### config.mk
export PLATFORM = sky130hd
export DESIGN_NAME = gpo_global_power_ok
export DESIGN_NICKNAME = d
export VERILOG_FILES = /design/src/hdl/gpo_pkg.sv /design/src/hdl/gpo_sync.sv /design/src/hdl/gpo_global_power_ok.sv
export VERILOG_INCLUDE_DIRS = /design/src /design/src/hdl
export SDC_FILE = /design/constraint.sdc
export NUM_CORES = 1
export LEC_CHECK = 0
export ABC_AREA = 1
export BUFFER_PORTS_ARGS = -buffer_cell sky130_fd_sc_hd__buf_2
export CORE_AREA = 5 5 113 115
export DETAILED_ROUTE_END_ITERATION = 6
export DIE_AREA = 0 0 118 120
export PLACE_DENSITY = 0.6
export SETUP_SLACK_MARGIN = 0.2
export SLEW_MARGIN = 20
export SYNTH_ARGS = -nofsm -noshare
export SYNTH_HDL_FRONTEND = slang
export SYNTH_SLANG_ARGS = --single-unit
### constraint.sdc
create_clock -name i_sys_clk -period 2.8 [get_ports i_sys_clk]
set_clock_uncertainty 0.2 [all_clocks]
set_input_delay 0.14 -clock i_sys_clk [delete_from_list [all_inputs] [get_ports i_sys_clk]]
set_output_delay 0.14 -clock i_sys_clk [all_outputs]
set_load 0.02 [all_outputs]
### src/hdl/gpo_map.svh
/*
 Register offsets, field positions, reset values and timing constants of the
 global power-ok block. Assumes inclusion by the package and the design files.
*/
`ifndef GPO_MAP_SVH
`define GPO_MAP_SVH

`define GPO_NCH            6
`define GPO_ADDR_W         4
`define GPO_DATA_W         32

// Byte offsets on the register bus.
`define GPO_OFF_CTRL       4'h0
`define GPO_OFF_IGNORE     4'h4
`define GPO_OFF_STATUS     4'h8
`define GPO_OFF_IRQ_STAT   4'hC

// Control register fields.
`define GPO_CTRL_ENA_LSB   0
`define GPO_CTRL_DIS_LSB   8
`define GPO_CTRL_MASK_LSB  24
`define GPO_CTRL_RST       32'h0000_0000
`define GPO_IGNORE_RST     32'h0000_0000

// Status register fields.
`define GPO_ST_OK_BIT      0
`define GPO_ST_RUN_BIT     1
`define GPO_ST_SEL_BIT     2
`define GPO_ST_THERM_BIT   3
`define GPO_ST_CH_LSB      8
`define GPO_ST_DIS_LSB     16

// Interrupt status and mask fields; the mask register shares the offset table.
`define GPO_OFF_IRQ_MASK   4'h0
`define GPO_IRQ_FALL_BIT   0
`define GPO_IRQ_RISE_BIT   1
`define GPO_IRQ_UV_BIT     2
`define GPO_IRQ_W          3

// Deglitch time and its count at 250 MHz.
`define GPO_CLK_MHZ        250
`define GPO_DEGLITCH_US    50
`define GPO_DEGLITCH_CYC   (`GPO_DEGLITCH_US * `GPO_CLK_MHZ)
`define GPO_CNT_W          14
`define GPO_ONE            14'h0001
`define GPO_ZERO           14'h0000

`endif

### src/hdl/gpo_pkg.sv
/*
 Types of the global power-ok block. Assumes gpo_map.svh for all figures.
*/
`include "gpo_map.svh"

package gpo_pkg;

   typedef enum logic [1:0]
   {
      GPO_OFF  = 2'b00,
      GPO_RUN  = 2'b01
   } gpo_run_e;

   typedef struct packed
   {
      logic [`GPO_NCH-1:0] enable;
      logic [`GPO_NCH-1:0] discharge;
   } gpo_ctrl_s;

   typedef struct packed
   {
      logic                 uv_above_upper;
      logic                 uv_below_lower;
      logic                 thermal_fault;
      logic                 threshold_select_pin;
      logic [`GPO_NCH-1:0]  ch_power_ok;
   } gpo_pins_s;

   typedef logic [`GPO_IRQ_W-1:0] gpo_irq_t;

endpackage

### src/hdl/gpo_sync.sv
/*
 Two-flop synchroniser for a vector of asynchronous levels.
 Assumes the caller reads only the output.
*/
`timescale 1ns/1ps
`include "gpo_map.svh"

module gpo_sync #(
   parameter int W = 1
)
(
   // Clock and reset.
   input  wire logic         i_sys_clk,
   input  wire logic         i_resetn,
   // Levels.
   input  wire logic [W-1:0] i_async,
   output      logic [W-1:0] o_sync
);

   logic [W-1:0] stage1;

   always_ff @(posedge i_sys_clk or negedge i_resetn)
   begin
      if (!i_resetn)
      begin
         stage1 <= '0;
         o_sync <= '0;
      end
      else
      begin
         stage1 <= i_async;
         o_sync <= stage1;
      end
   end

endmodule // gpo_sync

### src/hdl/gpo_global_power_ok.sv
/*
 Global power-ok logic: combines channel power-ok flags and the thermal fault
 into an open-drain output with falling-edge deglitch, per-channel ignore,
 supply start/hold, threshold selection and discharge gating, plus a classic
 Wishbone slave. Assumes all pin inputs are asynchronous to i_sys_clk.
*/
// Decided for this implementation: the Wishbone interface to the registers and the register offsets.
// Behaviour
// - Global power-ok released high only while all unignored channel flags are asserted.
// - Output driven low on any unignored channel fault or thermal fault.
// - Falling transitions are deglitched; fault must persist 50 us first.
// - Per-channel ignore setting removes that channel from the combination.
// - Threshold-select pin high picks upper reset levels, low picks lower.
// - Discharge path on only for a disabled channel with discharge enabled.
// - Start-up begins when supply rises above upper comparator threshold.
// - Outputs stay enabled until supply falls below the lower threshold.
`timescale 1ns/1ps
`include "gpo_map.svh"

module gpo_global_power_ok
(
   // Clock and reset.
   input  wire logic                 i_sys_clk,
   input  wire logic                 i_resetn,
   // Wishbone slave.
   input  wire logic                 i_wb_cyc,
   input  wire logic                 i_wb_stb,
   input  wire logic                 i_wb_we,
   input  wire logic [`GPO_ADDR_W-1:0] i_wb_adr,
   input  wire logic [3:0]           i_wb_sel,
   input  wire logic [`GPO_DATA_W-1:0] i_wb_dat,
   output      logic [`GPO_DATA_W-1:0] o_wb_dat,
   output      logic                 o_wb_ack,
   // Analog and strap inputs.
   input  wire gpo_pkg::gpo_pins_s   i_pins,
   // Open-drain global power-ok pin.
   input  wire logic                 i_global_power_ok,
   output      logic                 o_global_power_ok,
   output      logic                 o_global_power_ok_oe,
   // Sequencer outputs.
   output      logic                 o_outputs_run,
   output      logic [`GPO_NCH-1:0]  o_output_discharge_enable,
   output      logic                 o_rising_reset_level,
   output      logic                 o_falling_reset_level,
   // Interrupt.
   output      logic                 o_irq
);

   ////////////////////////////////////////////////////////////////////////////
   // Synchronised inputs.

   gpo_pkg::gpo_pins_s pins;
   logic               pin_level_sync;
   logic               pin_level_sync_q;

   gpo_sync #(.W($bits(gpo_pkg::gpo_pins_s))) u_sync_pins
   (
      .i_sys_clk (i_sys_clk),
      .i_resetn  (i_resetn),
      .i_async   (i_pins),
      .o_sync    (pins)
   );

   gpo_sync #(.W(1)) u_sync_pin
   (
      .i_sys_clk (i_sys_clk),
      .i_resetn  (i_resetn),
      .i_async   (i_global_power_ok),
      .o_sync    (pin_level_sync)
   );

   ////////////////////////////////////////////////////////////////////////////
   // Registers.

   gpo_pkg::gpo_ctrl_s  ctrl;
   logic [`GPO_NCH-1:0] power_ok_fault_ignore;
   gpo_pkg::gpo_irq_t   irq_stat;
   gpo_pkg::gpo_irq_t   irq_mask;
   logic                wr_en;
   logic                rd_en;
   gpo_pkg::gpo_irq_t   irq_set;
   gpo_pkg::gpo_irq_t   irq_clr;

   // A single mapped window; the mask lives behind the control word's top bits.
   // Writes land on the edge where the master sees ack, so a held request stores once.
   assign wr_en = i_wb_cyc && i_wb_stb && i_wb_we && o_wb_ack;
   assign rd_en = i_wb_cyc && i_wb_stb && !i_wb_we && !o_wb_ack;

   always_ff @(posedge i_sys_clk or negedge i_resetn)
   begin
      if (!i_resetn)
      begin
         ctrl     <= gpo_pkg::gpo_ctrl_s'(`GPO_CTRL_RST);
         irq_mask <= '0;
      end
      else if (wr_en && i_wb_adr == `GPO_OFF_CTRL)
      begin
         if (i_wb_sel[0])
         begin
            ctrl.enable <= i_wb_dat[`GPO_CTRL_ENA_LSB +: `GPO_NCH];
         end
         if (i_wb_sel[1])
         begin
            ctrl.discharge <= i_wb_dat[`GPO_CTRL_DIS_LSB +: `GPO_NCH];
         end
         if (i_wb_sel[3])
         begin
            irq_mask <= i_wb_dat[`GPO_CTRL_MASK_LSB +: `GPO_IRQ_W];
         end
      end
   end

   always_ff @(posedge i_sys_clk or negedge i_resetn)
   begin
      if (!i_resetn)
      begin
         power_ok_fault_ignore <= `GPO_NCH'(`GPO_IGNORE_RST);
      end
      else if (wr_en && i_wb_adr == `GPO_OFF_IGNORE && i_wb_sel[0])
      begin
         power_ok_fault_ignore <= i_wb_dat[`GPO_NCH-1:0];
      end
   end

   ////////////////////////////////////////////////////////////////////////////
   // Supply start and hold.

   gpo_pkg::gpo_run_e run_state;

   always_ff @(posedge i_sys_clk or negedge i_resetn)
   begin
      if (!i_resetn)
      begin
         run_state <= gpo_pkg::GPO_OFF;
      end
      else
      begin
         unique case (run_state)
            gpo_pkg::GPO_OFF:
            begin
               if (pins.uv_above_upper)
               begin
                  run_state <= gpo_pkg::GPO_RUN;
               end
            end
            gpo_pkg::GPO_RUN:
            begin
               if (pins.uv_below_lower)
               begin
                  run_state <= gpo_pkg::GPO_OFF;
               end
            end
            default:
            begin
               run_state <= gpo_pkg::GPO_OFF;
            end
         endcase
      end
   end

   assign o_outputs_run = (run_state == gpo_pkg::GPO_RUN);

   ////////////////////////////////////////////////////////////////////////////
   // Reset level selection and discharge gating.

   always_ff @(posedge i_sys_clk or negedge i_resetn)
   begin
      if (!i_resetn)
      begin
         o_rising_reset_level  <= 1'b0;
         o_falling_reset_level <= 1'b0;
      end
      else
      begin
         o_rising_reset_level  <= pins.threshold_select_pin;
         o_falling_reset_level <= pins.threshold_select_pin;
      end
   end

   // A channel counts as disabled when its enable is off or the supply is down.
   always_ff @(posedge i_sys_clk or negedge i_resetn)
   begin
      if (!i_resetn)
      begin
         o_output_discharge_enable <= '0;
      end
      else
      begin
         o_output_discharge_enable <= ~(ctrl.enable & {`GPO_NCH{o_outputs_run}})
                                      & ctrl.discharge;
      end
   end

   ////////////////////////////////////////////////////////////////////////////
   // Power-ok combination and deglitch.

   logic                  all_ok;
   logic                  fault;
   logic [`GPO_CNT_W-1:0] glitch_cnt;
   logic                  power_ok;

   // Ignored channels count as good, so they can never pull the output down.
   assign all_ok = &(pins.ch_power_ok | power_ok_fault_ignore);
   assign fault  = !all_ok || pins.thermal_fault;

   always_ff @(posedge i_sys_clk or negedge i_resetn)
   begin
      if (!i_resetn)
      begin
         glitch_cnt <= `GPO_ZERO;
         power_ok   <= 1'b0;
      end
      else if (!fault)
      begin
         glitch_cnt <= `GPO_ZERO;
         power_ok   <= 1'b1;
      end
      else if (power_ok)
      begin
         // A fault shorter than the window leaves the output high.
         if (glitch_cnt == `GPO_CNT_W'(`GPO_DEGLITCH_CYC - 1))
         begin
            power_ok   <= 1'b0;
            glitch_cnt <= `GPO_ZERO;
         end
         else
         begin
            glitch_cnt <= glitch_cnt + `GPO_ONE;
         end
      end
   end

   // Open drain: drive low when not ok, release otherwise.
   assign o_global_power_ok    = 1'b0;
   assign o_global_power_ok_oe = !power_ok;

   ////////////////////////////////////////////////////////////////////////////
   // Interrupts.

   logic power_ok_q;
   logic run_q;

   always_ff @(posedge i_sys_clk or negedge i_resetn)
   begin
      if (!i_resetn)
      begin
         power_ok_q       <= 1'b0;
         run_q            <= 1'b0;
         pin_level_sync_q <= 1'b0;
      end
      else
      begin
         power_ok_q       <= power_ok;
         run_q            <= o_outputs_run;
         pin_level_sync_q <= pin_level_sync;
      end
   end

   always_comb
   begin
      irq_set = '0;
      irq_set[`GPO_IRQ_FALL_BIT] = power_ok_q && !power_ok;
      irq_set[`GPO_IRQ_RISE_BIT] = !power_ok_q && power_ok;
      irq_set[`GPO_IRQ_UV_BIT]   = run_q && !o_outputs_run;
      irq_clr = '0;
      if (wr_en && i_wb_adr == `GPO_OFF_IRQ_STAT && i_wb_sel[0])
      begin
         irq_clr = i_wb_dat[`GPO_IRQ_W-1:0];
      end
   end

   // Set wins over a same-cycle write-one clear.
   always_ff @(posedge i_sys_clk or negedge i_resetn)
   begin
      if (!i_resetn)
      begin
         irq_stat <= '0;
      end
      else
      begin
         irq_stat <= (irq_stat & ~irq_clr) | irq_set;
      end
   end

   assign o_irq = |(irq_stat & irq_mask);

   ////////////////////////////////////////////////////////////////////////////
   // Read path. Unmapped offsets read zero and still acknowledge.

   logic [`GPO_DATA_W-1:0] rd_word;

   always_comb
   begin
      rd_word = '0;
      unique case (i_wb_adr)
         `GPO_OFF_CTRL:
         begin
            rd_word[`GPO_CTRL_ENA_LSB +: `GPO_NCH] = ctrl.enable;
            rd_word[`GPO_CTRL_DIS_LSB +: `GPO_NCH] = ctrl.discharge;
            rd_word[`GPO_CTRL_MASK_LSB +: `GPO_IRQ_W] = irq_mask;
         end
         `GPO_OFF_IGNORE:
         begin
            rd_word[`GPO_NCH-1:0] = power_ok_fault_ignore;
         end
         `GPO_OFF_STATUS:
         begin
            rd_word[`GPO_ST_OK_BIT]    = pin_level_sync_q;
            rd_word[`GPO_ST_RUN_BIT]   = o_outputs_run;
            rd_word[`GPO_ST_SEL_BIT]   = pins.threshold_select_pin;
            rd_word[`GPO_ST_THERM_BIT] = pins.thermal_fault;
            rd_word[`GPO_ST_CH_LSB +: `GPO_NCH]  = pins.ch_power_ok;
            rd_word[`GPO_ST_DIS_LSB +: `GPO_NCH] = o_output_discharge_enable;
         end
         `GPO_OFF_IRQ_STAT:
         begin
            rd_word[`GPO_IRQ_W-1:0] = irq_stat;
         end
         default:
         begin
            rd_word = '0;
         end
      endcase
   end

   always_ff @(posedge i_sys_clk or negedge i_resetn)
   begin
      if (!i_resetn)
      begin
         o_wb_ack <= 1'b0;
         o_wb_dat <= '0;
      end
      else
      begin
         o_wb_ack <= i_wb_cyc && i_wb_stb && !o_wb_ack;
         o_wb_dat <= rd_en ? rd_word : '0;
      end
   end

   ////////////////////////////////////////////////////////////////////////////
   // Assertions.

   a_release_all_ok: assert property (@(posedge i_sys_clk) disable iff (!i_resetn)
      $rose(power_ok) |-> $past(!fault))
      else $error("Power-ok released while a fault was present.");

   a_fault_drives_low: assert property (@(posedge i_sys_clk) disable iff (!i_resetn)
      power_ok && fault && glitch_cnt == `GPO_CNT_W'(`GPO_DEGLITCH_CYC - 1)
      |=> o_global_power_ok_oe && !o_global_power_ok)
      else $error("Pin not driven low after a persisting fault.");

   a_deglitch_hold: assert property (@(posedge i_sys_clk) disable iff (!i_resetn)
      $fell(power_ok) |-> glitch_cnt == `GPO_ZERO && $past(fault))
      else $error("Power-ok fell without a persisting fault.");

   a_deglitch_short: assert property (@(posedge i_sys_clk) disable iff (!i_resetn)
      power_ok && fault && glitch_cnt < `GPO_CNT_W'(`GPO_DEGLITCH_CYC - 1) |=> power_ok)
      else $error("Power-ok fell before the deglitch interval.");

   a_ignore_mask: assert property (@(posedge i_sys_clk) disable iff (!i_resetn)
      !pins.thermal_fault && (~pins.ch_power_ok & ~power_ok_fault_ignore) == '0 |=> power_ok)
      else $error("Ignored channel still produced a fault.");

   a_level_select: assert property (@(posedge i_sys_clk) disable iff (!i_resetn)
      ##1 o_rising_reset_level == $past(pins.threshold_select_pin)
      && o_falling_reset_level == o_rising_reset_level)
      else $error("Reset level does not follow the select pin.");

   a_discharge_gate: assert property (@(posedge i_sys_clk) disable iff (!i_resetn)
      ##1 (o_output_discharge_enable & $past(ctrl.enable) & {`GPO_NCH{$past(o_outputs_run)}})
      == '0)
      else $error("Discharge on for an enabled channel.");

   a_start_up: assert property (@(posedge i_sys_clk) disable iff (!i_resetn)
      !o_outputs_run && pins.uv_above_upper |=> o_outputs_run)
      else $error("Start-up did not begin on supply rise.");

   a_hold_run: assert property (@(posedge i_sys_clk) disable iff (!i_resetn)
      o_outputs_run && !pins.uv_below_lower |=> o_outputs_run)
      else $error("Outputs dropped without supply falling below lower level.");

   a_counter_restart: assert property (@(posedge i_sys_clk) disable iff (!i_resetn)
      !fault |=> glitch_cnt == `GPO_ZERO)
      else $error("Deglitch counter did not restart when fault cleared.");

endmodule // gpo_global_power_ok

==> results_dict.tcl <==
set metrics [dict create \
    outcome "finished, final reports clean" \
    cap_viol_max_count 0 \
    worstSkewPairLatency_ns 0.34 \
    track_usage_pct 13.4 \
    postRouteAntennaNets 0 \
    place_inst 629 \
    drtPass1Iterations 5 \
    ys_ff_latch 94 \
    drt_iter0_markers 184 \
    hold_ws_ns 0.0102 \
    arrival_ns 2.36 \
    finish.net_count 582 \
    tightest_slew_ns 0.654 \
    post-route-period-util_pct 82.2 \
    die_w_microns 118 \
    power_density_nw_per_um2 584 \
    core_sq_um 11700 \
    wl_microns 8880 \
    start_util_pct 34.1 \
    ctsResizeCount 0 \
    layout_common_cells "115 x nand2_1, 94 x dfrtp_1, 69 x buf_2" \
    utilization_pct 43.0 \
    drc 0 \
    rows 40 \
    cts_root_buf "clkbuf_16" \
    grt_antenna_before_repair 1 \
    crit_path_end_kind "flip-flop" \
    final_cell_area_sq_um 5030 \
    critPathMaxFanout 18 \
    die-area_sq_um 14200 \
    synth_seq_area_share_pct 58.9 \
    synth_top_flop_cell "dfrtp_1" \
    synth-edff-count 0 \
    grt_overflow 0 \
    critPathLaunchType "input pin" \
    drv_slew 0 \
    ys_types 30 \
    final_hold_viol_count 0 \
    tns_ns 0 \
    clkTransAtPathRegs_ns 0.06 \
    rsz0062_at_grt "no" \
    synthToLayoutAreaGrowth_pct 26.1 \
    grt_pass1_vias 3155 \
    setup_slack_ns 0.500 \
    synthesis.area_sq_um 3990 \
    grt_max_degree 52 \
    num_vias 3060 \
    slew-limit-headroom_pct 56.3 \
    grt_pass1_wl_microns 15300 \
    fmax_ghz 0.435 \
    clock_path_buffers 2 \
    io_buffers 70 \
    ios 101 \
    diodes 0 \
    die_y_microns 120 \
    yosys_warnings 0 \
    synthArstFlopShare_pct 100 \
    yosys.area.top_type "dfrtp_1" \
    post-place-ws_ns 0.820 \
    crit_type "in2reg" \
    worstPathRequired_ns 2.86 \
    synth_top_area_share_pct 58.9 \
    drive_gt1_share_pct 23.4 \
    place_area_sq_um 4430 \
    place_congestion 0.889 \
    htree_num_levels 3 \
    synth_cells 419 \
    hold_path.class "in2reg" \
    cts_sinks 94 \
    finalSetupViolCount 0 \
    wire_per_inst_microns 13.1 \
    layout.cells.most_common "nand2_1" \
    cts_buffers 9 \
    via_per_inst 4.53 \
    layoutNonFillerInstCount 676 \
    hpwl_microns 6410 \
    tritoncts "yes" \
    synth_area_leaders "dfrtp_1 59%, nand2_1 11%, nand3_1 3.6%, o21ai_2 3.5%, inv_1 3.5%" \
    totalPowerFinal_mw 2.94 \
    avgSynthCellArea_sq_um 9.53 \
    fin_crit_ns 2.30 \
    worst_ir_drop_vdd_mv 0.249 \
    p_leak_nw 2.48 \
]
[sequential cells by signal, indices dropped and copies added (netlist names), 3 cells and up]
signal and count:
power_ok_fault_ignore 6, u_sync_pins.o_sync 10, o_output_discharge_enable 6, ctrl 12
irq_mask 3, u_sync_pins.stage1 10, irq_stat 3, o_wb_dat 21
glitch_cnt 14
[layer usage]
metal | routed length, microns | GRT usage (%)
met1 | 4120 | 17.5
met2 | 4080 | 21.3
met3 | 533 | 3.77
met4 | 140 | 4.80
met5 | 7 | 0
[Yosys cell counts, types with 3 or more instances]
library cell    n
inv_1          37
nand2_1       115
buf_6           5
inv_2           4
dfrtp_1        94
nand4_1         5
a21oi_1        10
nand3_1        29
nor3b_1         6
nor2_2          6
o21ai_0        14
buf_4          14
o21ai_1         5
nand2_2         3
nand3_2         3
a21boi_0        6
nor2_1         27
o21bai_1        3
o21ai_2        16
[timing repair]
action | 4_1_cts | 5_1_grt
endpoints found under the setup margin | 0 | 0
setup buffers | 0 | 0
hold buffers | 32 | 0
hold endpoints to repair | 82 | 0
[logic make-up after synthesis]
logic type,synth area share (%)
AOI/OAI and AO/OA,9.03
xor gates and xnor gates,0.439
adders and majority gates,0.313
buffers and inverters,8.02
DFF,58.9
other,0.0940
and+or+nand+nor,23.2
[worst paths after layout]
kind	cells after the start	slack, ns	to	from
worst min-delay path	3	0.01	irq_mask[0]	i_wb_sel[3]
worst min register to register	0	0.15	pin_level_sync_q	u_sync_pin.o_sync
worst max register to register	5	1.05	ctrl[11]	o_wb_ack
max in group asynchronous	3	1.60	irq_stat[0]	i_resetn
min in group asynchronous	2	0.14	u_sync_pins.stage1[8]	i_resetn
worst max-delay path	9	0.50	o_wb_dat[26]	i_wb_stb
[worst max-delay path, stage by stage]
cell,delay (ns)
dlygate4sd3_1,0.52
buf_2,0.09
nand2_1,0.06
dlygate4sd3_1,0.56
nor2_1,0.14
nand2_1,0.41
inv_1,0.27
nand2_1,0.07
nor2_1,0.10
[power breakdown]
group | internal, mW | switching, mW
Combinational | 0.118 | 0.196
Sequential | 1.42 | 0.0531
Clock | 0.634 | 0.519
[cell type report]
class / instances / area (sq um)
inverters: 41 / 154
multi-input cells: 275 / 1360
flip-flops and latches: 94 / 2350
clock buffers: 10 / 239
fillers: 1194 / 6680
repair buffers: 104 / 701
clock inverters: 5 / 42.5
well taps: 147 / 184
Note: power is estimated with default switching activity, not from simulation.
